[config.mk]
export PLATFORM = sky130hd
export DESIGN_NAME = ccs_top
export DESIGN_NICKNAME = d
export VERILOG_FILES = /design/src/rtl/ccs_supervisor.v /design/src/rtl/ccs_top.v
export VERILOG_INCLUDE_DIRS = /design/src /design/src/rtl
export SDC_FILE = /design/constraint.sdc
export NUM_CORES = 1
export LEC_CHECK = 0
export ABC_AREA = 1
export BUFFER_PORTS_ARGS = -buffer_cell sky130_fd_sc_hd__buf_2
export CAP_MARGIN = 20
export CORE_MARGIN = 4
export CORE_UTILIZATION = 30
export CTS_CLUSTER_SIZE = 16
export DETAILED_ROUTE_END_ITERATION = 8
export PLACE_DENSITY = 0.44
export SLEW_MARGIN = 20
export SYNTH_ARGS = -nofsm -noshare
export SYNTH_HDL_FRONTEND = slang
export SYNTH_HIERARCHICAL = 1
export SYNTH_SLANG_ARGS = --single-unit
[constraint.sdc]
create_clock -name CLK -period 8.26 [get_ports CLK]
set_clock_uncertainty 0.1 [all_clocks]
set_input_delay 0.413 -clock CLK [delete_from_list [all_inputs] [get_ports CLK]]
set_output_delay 0.413 -clock CLK [all_outputs]
set_load 0.01 [all_outputs]
[src/rtl/ccs_defines.vh]
// constants for the cpu clock source and oscillator supervisor
`ifndef CCS_DEFINES_VH
`define CCS_DEFINES_VH
`define CCS_ADR_SYSCFG 2'h0
`define CCS_ADR_STATUS 2'h1
`define CCS_ADR_MASK 2'h2
`define CCS_ADR_STATE 2'h3
`define CCS_WDDIS_BIT 4
`define CCS_RST_SYSCFG 8'h00
`define CCS_STRAP_PRESCALE 3'h1
`define CCS_STRAP_DIRECT 3'h3
`define CCS_PLL_F_000 5'h04
`define CCS_PLL_F_010 5'h03
`define CCS_PLL_F_100 5'h02
`define CCS_PLL_F_101 5'h05
`define CCS_PLL_F_110 5'h01
`define CCS_PLL_F_111 5'h0A
`define CCS_FREE_DIV 4'h4
`define CCS_WD_OVERFLOW 5'h10
`define CCS_HP_INIT 16'h0010
`define CCS_HP_MAX 16'hFFFF
`endif

[src/rtl/ccs_supervisor.v]
// oscillator supervisor counter: counts free-running clock rises (every second tick) between crystal edges
`timescale 1ns/100ps
`default_nettype none
`include "ccs_defines.vh"
module ccs_supervisor (
  input wire clk,
  input wire rst_b,
  input wire enable,
  input wire xtal_edge,
  input wire free_rise,
  output reg fail
);
  reg [4:0] count_q;
  reg [4:0] count_d;
  reg fail_d;

  always @* begin
    count_d = count_q;
    fail_d = 1'b0;
    if (!enable || xtal_edge) begin
      count_d = 5'h00;
    end else if (free_rise) begin
      if (count_q == (`CCS_WD_OVERFLOW - 5'h01)) begin
        count_d = 5'h00;
        fail_d = 1'b1;
      end else begin
        count_d = count_q + 5'h01;
      end
    end
  end

  always @(posedge clk) begin
    if (!rst_b) begin
      count_q <= 5'h00;
      fail <= 1'b0;
    end else begin
      count_q <= count_d;
      fail <= fail_d;
    end
  end
endmodule
`default_nettype wire

[src/rtl/ccs_top.v]
// cpu clock source selection, pll model and oscillator supervision with wishbone registers
`timescale 1ns/100ps
`default_nettype none
`include "ccs_defines.vh"
module ccs_top (
  input wire CLK,
  input wire RST_B,
  input wire CRYSTAL_INPUT_PIN,
  input wire [2:0] CLOCK_SELECT_STRAP_PINS,
  input wire BIDIR_RESET_REQ,
  input wire WB_CYC_I,
  input wire WB_STB_I,
  input wire WB_WE_I,
  input wire [3:0] WB_ADR_I,
  input wire [3:0] WB_SEL_I,
  input wire [31:0] WB_DAT_I,
  output reg [31:0] WB_DAT_O,
  output reg WB_ACK_O,
  output reg CPU_CLK,
  output reg HALF_CLOCK_TICK,
  output reg PLL_POWER_ON,
  output reg IRQ
);
  localparam MODE_PRESCALE = 4'b0001;
  localparam MODE_DIRECT = 4'b0010;
  localparam MODE_PLL = 4'b0100;
  localparam MODE_FAILED = 4'b1000;

  reg [1:0] xtal_sync_q;
  reg xtal_prev_q;
  reg [2:0] clock_select_straps_q;
  reg [4:0] pll_factor;
  reg [3:0] mode_q;
  reg [3:0] mode_d;
  reg [7:0] system_config_register_q;
  reg osc_fail_flag_q;
  reg osc_fail_mask_q;
  reg [3:0] free_div_q;
  reg free_clk_q;
  reg switch_armed_q;
  reg [15:0] hp_meas_q;
  reg [15:0] hp_q;
  reg [4:0] xtal_trans_q;
  reg [15:0] phase_q;
  reg cpu_clk_d;
  wire xtal_edge;
  wire xtal_rise;
  wire free_tick;
  wire free_rise;
  wire osc_watchdog_disable;
  wire supervisor_en;
  wire osc_fail;
  wire wb_req;
  wire [15:0] phase_sum;
  wire [2:0] strap_sync;
  wire wb_wr;
  wire wb_rd;
  wire [1:0] wb_word;
  wire [7:0] state_word;
  wire fail_event;

  // only the second flop feeds logic; runs through reset, so release brings no false edge
  always @(posedge CLK) begin
    xtal_sync_q <= {xtal_sync_q[0], CRYSTAL_INPUT_PIN};
    xtal_prev_q <= xtal_sync_q[1];
  end
  assign xtal_edge = xtal_sync_q[1] ^ xtal_prev_q;
  assign xtal_rise = xtal_sync_q[1] & ~xtal_prev_q;

  // strap synchroniser runs during reset too, so the capture sees settled pin levels
  genvar gi;
  generate
    for (gi = 0; gi < 3; gi = gi + 1) begin : g_strap_sync
      reg s1_q;
      reg s2_q;
      always @(posedge CLK) begin
        s1_q <= CLOCK_SELECT_STRAP_PINS[gi];
        s2_q <= s1_q;
      end
      assign strap_sync[gi] = s2_q;
    end
  endgenerate

  // straps keep their last reset-time value; software resets leave them alone
  always @(posedge CLK) begin
    if (!RST_B) begin
      clock_select_straps_q <= strap_sync;
    end
  end

  // the two non-pll codes fall to the default and never reach the pll
  always @* begin
    case (clock_select_straps_q)
      3'h0: pll_factor = `CCS_PLL_F_000;
      3'h2: pll_factor = `CCS_PLL_F_010;
      3'h4: pll_factor = `CCS_PLL_F_100;
      3'h5: pll_factor = `CCS_PLL_F_101;
      3'h6: pll_factor = `CCS_PLL_F_110;
      default: pll_factor = `CCS_PLL_F_111;
    endcase
  end

  assign osc_watchdog_disable = system_config_register_q[`CCS_WDDIS_BIT];
  assign supervisor_en = ((mode_q == MODE_PRESCALE) || (mode_q == MODE_DIRECT))
    && !osc_watchdog_disable;

  // free-running pll model: a tick per divider wrap, level toggles on each tick
  always @(posedge CLK) begin
    if (!RST_B) begin
      free_div_q <= 4'h0;
      free_clk_q <= 1'b0;
    end else if (!PLL_POWER_ON) begin
      free_div_q <= 4'h0;
      free_clk_q <= 1'b0;
    end else if (free_tick) begin
      free_div_q <= 4'h0;
      free_clk_q <= ~free_clk_q;
    end else begin
      free_div_q <= free_div_q + 4'h1;
    end
  end
  assign free_tick = PLL_POWER_ON && (free_div_q == (`CCS_FREE_DIV - 4'h1));
  assign free_rise = free_tick && !free_clk_q;

  // crystal must run below a quarter of CLK, or its edges merge in the synchroniser
  ccs_supervisor u_supervisor (
    .clk(CLK),
    .rst_b(RST_B),
    .enable(supervisor_en),
    .xtal_edge(xtal_edge),
    .free_rise(free_rise),
    .fail(osc_fail)
  );

  // failure state only leaves through reset, hardware or bidirectional
  always @* begin
    mode_d = mode_q;
    case (mode_q)
      MODE_PRESCALE,
      MODE_DIRECT: begin
        if (osc_fail && supervisor_en) begin
          mode_d = MODE_FAILED;
        end
      end
      MODE_PLL: mode_d = MODE_PLL;
      MODE_FAILED: mode_d = MODE_FAILED;
      default: mode_d = MODE_DIRECT;
    endcase
  end

  // bidirectional reset reselects the captured strap mode; it has no work to do in pll mode
  always @(posedge CLK) begin
    if (!RST_B || (BIDIR_RESET_REQ && (mode_q != MODE_PLL))) begin
      if (clock_select_straps_q == `CCS_STRAP_PRESCALE) begin
        mode_q <= MODE_PRESCALE;
      end else if (clock_select_straps_q == `CCS_STRAP_DIRECT) begin
        mode_q <= MODE_DIRECT;
      end else begin
        mode_q <= MODE_PLL;
      end
    end else begin
      mode_q <= mode_d;
    end
  end

  // pll model: half-period estimate steps by one count per F crystal transitions
  assign phase_sum = phase_q + {11'h000, pll_factor};
  always @(posedge CLK) begin
    if (!RST_B) begin
      hp_meas_q <= 16'h0000;
      hp_q <= `CCS_HP_INIT;
      xtal_trans_q <= 5'h00;
    end else if (mode_q == MODE_PLL) begin
      if (xtal_edge) begin
        // the edge cycle itself belongs to the next half period
        hp_meas_q <= 16'h0001;
        if (xtal_trans_q >= (pll_factor - 5'h01)) begin
          xtal_trans_q <= 5'h00;
          if (hp_meas_q > hp_q) begin
            hp_q <= hp_q + 16'h0001;
          end else if ((hp_meas_q < hp_q) && (hp_q > 16'h0001)) begin
            hp_q <= hp_q - 16'h0001;
          end
        end else begin
          xtal_trans_q <= xtal_trans_q + 5'h01;
        end
      end else if (hp_meas_q != `CCS_HP_MAX) begin
        hp_meas_q <= hp_meas_q + 16'h0001;
      end
    end
  end

  always @* begin
    cpu_clk_d = CPU_CLK;
    case (mode_q)
      MODE_PRESCALE: begin
        if (xtal_rise) begin
          cpu_clk_d = ~CPU_CLK;
        end
      end
      // resynchronised level, three CLK behind the pin
      MODE_DIRECT: cpu_clk_d = xtal_sync_q[1];
      MODE_PLL: begin
        if (phase_sum >= hp_q) begin
          cpu_clk_d = ~CPU_CLK;
        end
      end
      MODE_FAILED: begin
        // first tick after the switch only arms, so no pulse is shorter than a tick
        if (free_tick && switch_armed_q) begin
          cpu_clk_d = ~CPU_CLK;
        end
      end
      default: cpu_clk_d = CPU_CLK;
    endcase
  end

  always @(posedge CLK) begin
    if (!RST_B) begin
      phase_q <= 16'h0000;
    end else if (mode_q != MODE_PLL) begin
      phase_q <= 16'h0000;
    end else if (phase_sum >= hp_q) begin
      phase_q <= phase_sum - hp_q;
    end else begin
      phase_q <= phase_sum;
    end
  end

  // level and edge pulse leave the same flop stage, so the pulse marks the cycle of the new level
  always @(posedge CLK) begin
    if (!RST_B) begin
      CPU_CLK <= 1'b0;
      HALF_CLOCK_TICK <= 1'b0;
    end else begin
      CPU_CLK <= cpu_clk_d;
      HALF_CLOCK_TICK <= cpu_clk_d ^ CPU_CLK;
    end
  end

  always @(posedge CLK) begin
    if (!RST_B) begin
      switch_armed_q <= 1'b0;
    end else if (mode_q != MODE_FAILED) begin
      switch_armed_q <= 1'b0;
    end else if (free_tick) begin
      switch_armed_q <= 1'b1;
    end
  end

  // the free-running pll is needed whenever the supervisor or the failover clock is
  always @(posedge CLK) begin
    if (!RST_B) begin
      PLL_POWER_ON <= 1'b0;
    end else begin
      PLL_POWER_ON <= (mode_q == MODE_PLL) || (mode_q == MODE_FAILED)
        || !osc_watchdog_disable;
    end
  end

  // wishbone slave: registered ack one cycle after the request, so every access takes two cycles
  assign wb_req = WB_CYC_I && WB_STB_I && !WB_ACK_O;
  assign wb_word = WB_ADR_I[3:2];
  assign wb_wr = wb_req && WB_WE_I && WB_SEL_I[0];
  assign wb_rd = wb_req && !WB_WE_I;
  assign state_word = {PLL_POWER_ON, clock_select_straps_q, mode_q};
  assign fail_event = osc_fail && supervisor_en;

  always @(posedge CLK) begin
    if (!RST_B) begin
      WB_ACK_O <= 1'b0;
    end else begin
      WB_ACK_O <= wb_req;
    end
  end

  always @(posedge CLK) begin
    if (!RST_B) begin
      system_config_register_q <= `CCS_RST_SYSCFG;
      osc_fail_mask_q <= 1'b0;
    end else if (wb_wr) begin
      if (wb_word == `CCS_ADR_SYSCFG) begin
        system_config_register_q <= WB_DAT_I[7:0];
      end
      if (wb_word == `CCS_ADR_MASK) begin
        osc_fail_mask_q <= WB_DAT_I[0];
      end
    end
  end

  // read data holds between reads, so a late look still sees the last answer
  always @(posedge CLK) begin
    if (!RST_B) begin
      WB_DAT_O <= 32'h0000_0000;
    end else if (wb_rd) begin
      case (wb_word)
        `CCS_ADR_SYSCFG: WB_DAT_O <= {24'h00_0000, system_config_register_q};
        `CCS_ADR_STATUS: WB_DAT_O <= {31'h0000_0000, osc_fail_flag_q};
        `CCS_ADR_MASK: WB_DAT_O <= {31'h0000_0000, osc_fail_mask_q};
        default: WB_DAT_O <= {24'h00_0000, state_word};
      endcase
    end
  end

  // a new failure beats the clear-on-read, so no event is lost to a racing status read
  always @(posedge CLK) begin
    if (!RST_B) begin
      osc_fail_flag_q <= 1'b0;
    end else if (fail_event) begin
      osc_fail_flag_q <= 1'b1;
    end else if (wb_rd && (wb_word == `CCS_ADR_STATUS)) begin
      osc_fail_flag_q <= 1'b0;
    end
  end

  always @(posedge CLK) begin
    if (!RST_B) begin
      IRQ <= 1'b0;
    end else begin
      IRQ <= osc_fail_flag_q && osc_fail_mask_q;
    end
  end
endmodule
`default_nettype wire
==> results of run 1 <==
-- per-stage QoR --
stage | cells | hold slack, ns
after CTS | 1434 | 0.0329
final | 1434 | 0.0514
after detailed placement | 1418 | 0.219
after global placement | 1418 | 0.212
after global routing | 1434 | 0.0307
after floorplan | 1109 | 0.210
-- cell usage after synthesis (2+ instances only) --
cell type  count  area, sq um
nand2_1      270         1010
inv_1        135          507
nor2_1       105          394
dfxtp_1       97         1940
nand3_1       85          425
a21oi_1       79          395
ha_1          48          601
o21ai_0       40          200
xor2_1        40          350
buf_4         28          210
nor3_1        26          130
nand4_1       15         93.8
nand2_2       13         81.3
a221oi_1       7         61.3
clkbuf_1       7         26.3
edfxtp_1       7          210
a21o_1         6         45.0
a31oi_1        6         37.5
buf_6          5         56.3
inv_2          5         18.8
a211oi_1       4         30.0
nor2_2         4         25.0
o21ai_1        4         20.0
o21bai_1       4         30.0
xnor2_1        4         35.0
buf_2          3         15.0
clkinv_1       3         11.3
nand3b_1       3         22.5
nor2_4         3         33.8
nor3b_1        3         22.5
nor4_1         3         18.8
o21a_1         3         22.5
or2_2          3         18.8
conb_1         2         7.51
fa_1           2         40.0
nor3_2         2         20.0
o22ai_1        2         12.5
-- path summary, 6_finish.rpt --
| kind | from | end | slack [ns] | cells after the start |
|---|---|---|---|---|
| max | clock_select_straps_q[2] | phase_q[8] | 3.72 | 26 |
| min | CLOCK_SELECT_STRAP_PINS[2] | g_strap_sync[2].s1_q | 0.05 | 1 |
| max reg2reg | clock_select_straps_q[2] | phase_q[8] | 3.72 | 26 |
| min reg2reg | g_strap_sync[1].s1_q | g_strap_sync[1].s2_q | 0.24 | 0 |
-- final cells by class --
cell class	instances	area, sq um
repair buffers	34	173
clock buffers	10	229
flip-flops and latches	104	2150
well taps	319	399
multi-input cells	818	4370
inverters	143	537
clock inverters	6	60.1
fillers	2678	15800
-- worst max-delay path, cell delays in order (launching register included) --
cell      delay (ns)
edfxtp_1        0.46
inv_1           0.10
nand2_1         0.13
nand2_1         0.12
inv_1           0.09
nand2_1         0.08
inv_1           0.06
ha_1            0.18
inv_1           0.06
fa_1            0.43
inv_1           0.10
nand3_1         0.11
nand2_2         0.14
nand2_1         0.06
nand2_1         0.08
nand2_1         0.11
ha_1            0.36
nand2_1         0.13
o21bai_1        0.12
nand2_1         0.07
a21oi_1         0.36
nand2_2         0.32
inv_2           0.34
nor2_1          0.09
nor2_1          0.15
nand2_1         0.07
inv_1           0.05
-- power by group --
group	switching, mW	internal (mW)	total (mW)
Clock	0.219	0.213	0.432
Sequential	0.0368	0.550	0.586
Combinational	0.443	0.213	0.656
-- sequential cells by signal, summed over array words and instances, names as in the netlist, 4 cells and up --
name	cells
mode_q	4
u_supervisor/count_q	5
WB_DAT_O	8
hp_meas_q	16
system_config_register_q	8
hp_q	16
xtal_trans_q	5
free_div_q	4
phase_q	16
-- logic make-up (layout without fill, tap and decap cells) --
| group | Yosys count | in the layout | synth area share [%] |
|---|---|---|---|
| DFF | 104 | 104 | 29.6 |
| and+or+nand+nor | 539 | 539 | 32.3 |
| xor gates and xnor gates | 44 | 44 | 5.29 |
| AOI/OAI and AO/OA | 160 | 160 | 12.3 |
| other | 2 | 25 | 0.103 |
| buffers and inverters | 187 | 193 | 11.7 |
| adders and majority gates | 50 | 50 | 8.80 |
-- metal layers --
metal / global-route usage [%] / vias to the layer above
met5: 0 / -
met4: 3.16 / 0
met3: 2.81 / 18
met2: 24.1 / 122
met1: 20.7 / 2897
li1: - / 3538
==> qor.yml, run 1 <==
global_routing:
  grt_usage_pct: 14.9
  grt_max_degree: 31
  grt_pass1_wl_microns: 32100
  antenna_found_initial: 0
  grt.overflow.total: 0
  grt_pass1_vias: 6320
drt:
  drt-wirelength-per-cell_microns: 13.4
  avgViaCountPerCell: 4.59
  drt-met1-wl_microns: 9760
  antenna_left: 0
  first_pass_iters: 5
  maxUsedRoutingLayer: "met4"
  vias: 6575
  met2_length_microns: 8390
  dr_wl_met3_microns: 872
  drtIter0Drc: 361
  drcViolationCount: 0
  wl_microns: 19200
logic_synthesis:
  synth_edf_count: 7
  yosysWarnings: 6
  ys.flop_type: "dfxtp_1"
  synthArstFlopShare_pct: 0
  synth-seq-cells: 104
  synth.avg_cell_area_sq_um: 6.70
  syn_area_sq_mm: 0.00728
  synthCells: 1086
  yosysSeqAreaShare_pct: 29.6
  synth.distinct_cells: 47
critical_path:
  cp-start-kind: "flip-flop"
  required_ns: 8.47
  critPathCaptureType: "flip-flop"
  criticalPathCategory: "reg -> reg"
  cp.arrival_ns: 4.75
  cp_max_fo: 18
die:
  rows: 56
  core_sq_mm: 0.0237
  initial_core_util_pct: 30.7
  die_w_microns: 164
  ioPinCount: 87
  die_h_microns: 164
  dieArea_sq_mm: 0.0268
finish:
  final_cell_area_sq_mm: 0.00792
  nets: 1210
  diodes: 0
  final_common_cell: "nand2_1"
  final_layout_size_suffix_gt1_share_pct: 7.53
  final_cell_mix: "nand2_1 (270), inv_1 (135), nor2_1 (105)"
  area_growth_pct: 8.73
  final_core_util_pct: 33.4
placement:
  gp_congestion: 0.786
  place_hpwl_microns: 14900
  preCtsSetupSlack_ns: 3.64
  place_area_sq_mm: 0.00763
  port_buffers: 33
timing:
  final_max_slew_viol_count: 0
  setup_slack_ns: 3.72
  hold_viol_final: 0
  rsz0062_at_grt: "false"
  fmax_mhz: 220
  setup_tns_ns: 0
  setup_viol: 0
  worst_pin_slew_ns: 0.746
  fin_crit_sh_pct: 54.9
  finalCriticalPeriod_ns: 4.54
  relSlewSlack_pct: 50.1
clock_network:
  cts_made_buffers: 9
  cts_sinks: 104
  ctsHtreeMaxLevel: 3
  clock_latency_ns: 0.36
  cts-resized-gates: 0
  cts_tree: "done"
  clockRootBuffer: "clkbuf_16"
  cts_setup_buffers: 0
  clkTransAtPathRegs_ns: 0.08
  ctsLongestPathBuffers: 2
  hold_buffers: 0
outcome:
  status: "finished, final reports clean"
run:
  max_cap_violations: 0
power_and_ir_drop:
  p_leak_nw: 3.66
  p_total_mw: 1.67
  power.density_mw_per_mm2: 212
  peakVddDrop_uv: 96.5
worst_hold_path:
  hp-class: "in -> reg"
(Power assumes the default switching activity.)
==> inputs of run 2 (changes only) <==
--- a/config.mk
+++ b/config.mk
@@ -6,14 +6,14 @@
 export SDC_FILE = /design/constraint.sdc
 export NUM_CORES = 1
 export LEC_CHECK = 0
-export ABC_AREA = 1
+export ABC_AREA = 0
 export BUFFER_PORTS_ARGS = -buffer_cell sky130_fd_sc_hd__buf_2
 export CAP_MARGIN = 20
 export CORE_MARGIN = 4
 export CORE_UTILIZATION = 30
 export CTS_CLUSTER_SIZE = 16
 export DETAILED_ROUTE_END_ITERATION = 8
-export PLACE_DENSITY = 0.44
+export PLACE_DENSITY = 0.46
 export SLEW_MARGIN = 20
 export SYNTH_ARGS = -nofsm -noshare
 export SYNTH_HDL_FRONTEND = slang
==> constraint.sdc (replaced) <==
create_clock -name CLK -period 4 [get_ports CLK]
set_clock_uncertainty 0.1 [all_clocks]
set_input_delay 0.2 -clock CLK [delete_from_list [all_inputs] [get_ports CLK]]
set_output_delay 0.2 -clock CLK [all_outputs]
set_load 0.01 [all_outputs]
==> qor.yml, run 2 <==
outcome:
  status: "finished with violations"
  violations: "setup timing"
logic_synthesis:
  netlist.area_leader.share_pct: 30.9  # +4.2 points
  synth.avg_cell_area_sq_um: 8.29  # +24%
  synth_common_cells: "dfxtp_1 (97), nor2_1 (87), nand2_1 (65)"
  synth_edf_count: 7  # unchanged
  yosysMostFrequentCell: "dfxtp_1"
  synth-seq-cells: 104  # unchanged
  ys_top_cells_by_area: "dfxtp_1 (31%), ha_1 (9.5%), xnor2_1 (5.4%), nor2_1 (5.2%), nand2_1 (3.9%)"
  ys.flop_type: "dfxtp_1"
  yosysWarnings: 6  # unchanged
  synthArstFlopShare_pct: 0  # unchanged
  yosysSeqAreaShare_pct: 34.2  # +4.6 points
  syn_area_sq_mm: 0.00629  # -14%
  synthCells: 759  # -30%
  synth.distinct_cells: 61  # +30%
  synth_top_cell_by_area: "dfxtp_1"
drt:
  wl_microns: 16200  # -16%
  first_pass_iters: 4  # -1
  drt-wirelength-per-cell_microns: 14.0  # +4.5%
  vias: 5497  # -16%
  drcViolationCount: 0  # unchanged
  avgViaCountPerCell: 4.77  # +4.1%
  antenna_left: 0  # unchanged
  drtIter0Drc: 223  # -38%
die:
  die_w_microns: 153  # -6.7%
  initial_core_util_pct: 30.8  # +0.063 points
  ioPinCount: 87  # unchanged
  die_h_microns: 153  # -6.7%
  dieArea_sq_mm: 0.0234  # -13%
  rows: 52  # -7.1%
  core_sq_mm: 0.0204  # -14%
timing:
  hold_viol_final: 0  # unchanged
  final_max_slew_viol_count: 0  # unchanged
  finalCriticalPeriod_ns: 4.36  # -0.180 ns
  rsz0062_at_grt: "true"
  fmax_mhz: 230  # +4.1%
  setup_viol: 18  # +18
  relSlewSlack_pct: 38.8  # -11 points
  setup_slack_ns: -0.356  # -4.08 ns
  fin_crit_sh_pct: 109  # +54 points
  setup_tns_ns: -3.04  # -3.04 ns
  worst_pin_slew_ns: 0.914  # +0.167 ns
critical_path:
  cp-start-kind: "flip-flop"
  r2r_start: "clock_select_straps_q[1]"
  criticalPathCategory: "reg -> reg"
  startpoint: "clock_select_straps_q[1]"
  critPathCaptureType: "flip-flop"
  cp_max_fo: 4  # -14
  r2r_cells: 23  # -12%
  required_ns: 4.16  # -4.31 ns
  cp.arrival_ns: 4.52  # -0.23 ns
finish:
  final_common_cell: "dfxtp_1"
  area_growth_pct: 26.7
  final_layout_size_suffix_gt1_share_pct: 21.4  # +14 points
  diodes: 0  # unchanged
  final_cell_mix: "dfxtp_1 (97), nor2_1 (84), buf_4 (74)"
  nFillCells: 2116  # -21%
  reg_top3: "hp_meas_q: 16 flops, hp_q: 16 flops, phase_q: 16 flops"
  nets: 977  # -19%
run:
  max_cap_violations: 0  # unchanged
clock_network:
  ctsLongestPathBuffers: 2  # unchanged
  cts_tree: "done"
  ctsHtreeMaxLevel: 3  # unchanged
  cts_made_buffers: 9  # unchanged
  clockRootBuffer: "clkbuf_16"
  clkTransAtPathRegs_ns: 0.08  # about the same
  cts_sinks: 104  # unchanged
  clock_latency_ns: 0.36  # about the same
power_and_ir_drop:
  cell_internal_pwr_mw: 2.47  # +150%
  power.density_mw_per_mm2: 477  # +130%
  p_clk_share_pct: 25.1  # -0.7 points
  p_total_mw: 3.80  # +130%
  p_seq_share_pct: 30.9  # -4.1 points
  p_sw_share_pct: 35.2  # -6.6 points
  peakVddDrop_uv: 295  # +210%
  comb_power_share_pct: 44.0  # +4.8 points
  p_leak_nw: 3.30  # -9.8%
  p_switching_mw: 1.34  # +91%
placement:
  place_hpwl_microns: 11700  # -21%
  port_buffers: 33  # unchanged
  preCtsSetupSlack_ns: -0.436  # -4.08 ns
  gp_congestion: 0.791  # +0.71%
worst_hold_path:
  hold_path_depth: 3  # +2
  min_from: "WB_STB_I"
  hp-class: "in -> reg"
global_routing:
  grt_pass1_wl_microns: 26800  # -16%
  grt_pass1_vias: 5323  # -16%
  antenna_found_initial: 0  # unchanged
  grt_max_degree: 41  # +32%
  grt.overflow.total: 0  # unchanged
  grt_usage_pct: 13.8  # -1.0 points
[run 2: changes by cell type in the layout (fill, tap and decap cells not counted), moves of 11 or more]
cell | before | now
a211oi_1 | 4 | 17
a21oi_1 | 79 | 39
and3_1 | 1 | 12
buf_4 | 1 | 74
dlygate4sd3_1 | 0 | 12
inv_1 | 135 | 36
mux2i_1 | 0 | 15
nand2_1 | 270 | 56
nand3_1 | 85 | 27
nor2_1 | 105 | 84
o21ai_0 | 40 | 29
xnor2_1 | 4 | 36
xor2_1 | 40 | 19
[run 2: layout make-up]
| type | instances | area (sq um) | area share, % |
|---|---|---|---|
| multi-input combinational | 591 | 4010 | 50.3 |
| inverter | 39 | 148 | 1.85 |
| clock buffer | 10 | 250 | 3.14 |
| tap | 270 | 338 | 4.24 |
| timing repair buffer | 132 | 1000 | 12.6 |
| sequential | 104 | 2150 | 27.0 |
| clock inverter | 6 | 70.1 | 0.879 |
[run 2: worst max-delay path, cell delays in order (launching register included)]
cell and delay [ns]:
edfxtp_1 0.44, clkinv_2 0.11, nand3_2 0.07, o21a_1 0.13, inv_2 0.07, ha_4 0.13, inv_2 0.03, fa_2 0.34
nor2b_1 0.12, a31oi_1 0.05, o21ba_2 0.23, nor3b_4 0.27, nand2_1 0.14, xnor2_2 0.18, ha_4 0.17, a21o_1 0.16
a21o_1 0.17, a21o_1 0.17, o31ai_2 0.27, a21o_1 0.24, buf_6 0.13, nor3_2 0.04, mux2_4 0.29, a31o_4 0.20
[run 2: power by group through the flow]
stage	combinational (mW)	sequential, mW	clock (mW)
CTS	1.61	1.17	0.995
global route	1.84	1.19	1.03
finish	1.67	1.18	0.954
floorplan	0.836	1.18	0
detailed placement	1.30	1.20	0
global placement	1.31	1.20	0
[run 2: path summary, 6_finish.rpt]
check	slack, ns	endpoint
setup / recovery	-0.36	phase_q[13]
hold reg to reg	0.23	g_strap_sync[0].s2_q
setup reg to reg	-0.36	phase_q[13]
hold / removal	0.03	WB_ACK_O
[run 2: timing repair]
action	in CTS	in global routing
setup endpoints to repair	18	18
hold buffers	12	0
resized for setup	40	10
pin swaps	21	15
gates cloned	1	0
setup buffers	17	5
hold endpoints to repair	12	0
[run 2: cell families after synthesis]
| kind of cell | count (synthesis) | synth area share (%) |
|---|---|---|
| flip-flops | 104 | 34.2 |
| XOR/XNOR | 58 | 8.07 |
| buffers and inverters | 87 | 6.72 |
| AND/OR/NAND/NOR | 285 | 22.0 |
| adder cells (fa/ha/maj) | 50 | 10.2 |
| multiplexers | 18 | 3.10 |
| AO/OA/AOI/OAI | 155 | 15.6 |
| other | 2 | 0.119 |
[run 2: metrics by stage]
stage               utilization, %  area [sq um]  hold slack, ns  cells
finish                        39.0          7980          0.0320   1152
floorplan                        -          6430           0.128    782
CTS                           38.7          7910          0.0177   1148
global route                  39.0          7980          0.0323   1152
detailed placement            35.1          7170           0.204   1104
global placement              35.1          7170           0.203   1104
[run 2: metal layers]
layer	vias up	track usage (%)	share of wire (%)
met5	-	0	0
met4	0	2.84	0.95
met3	10	3.14	3.5
met2	75	22.8	46
met1	2537	18.7	49
li1	2875	-	-
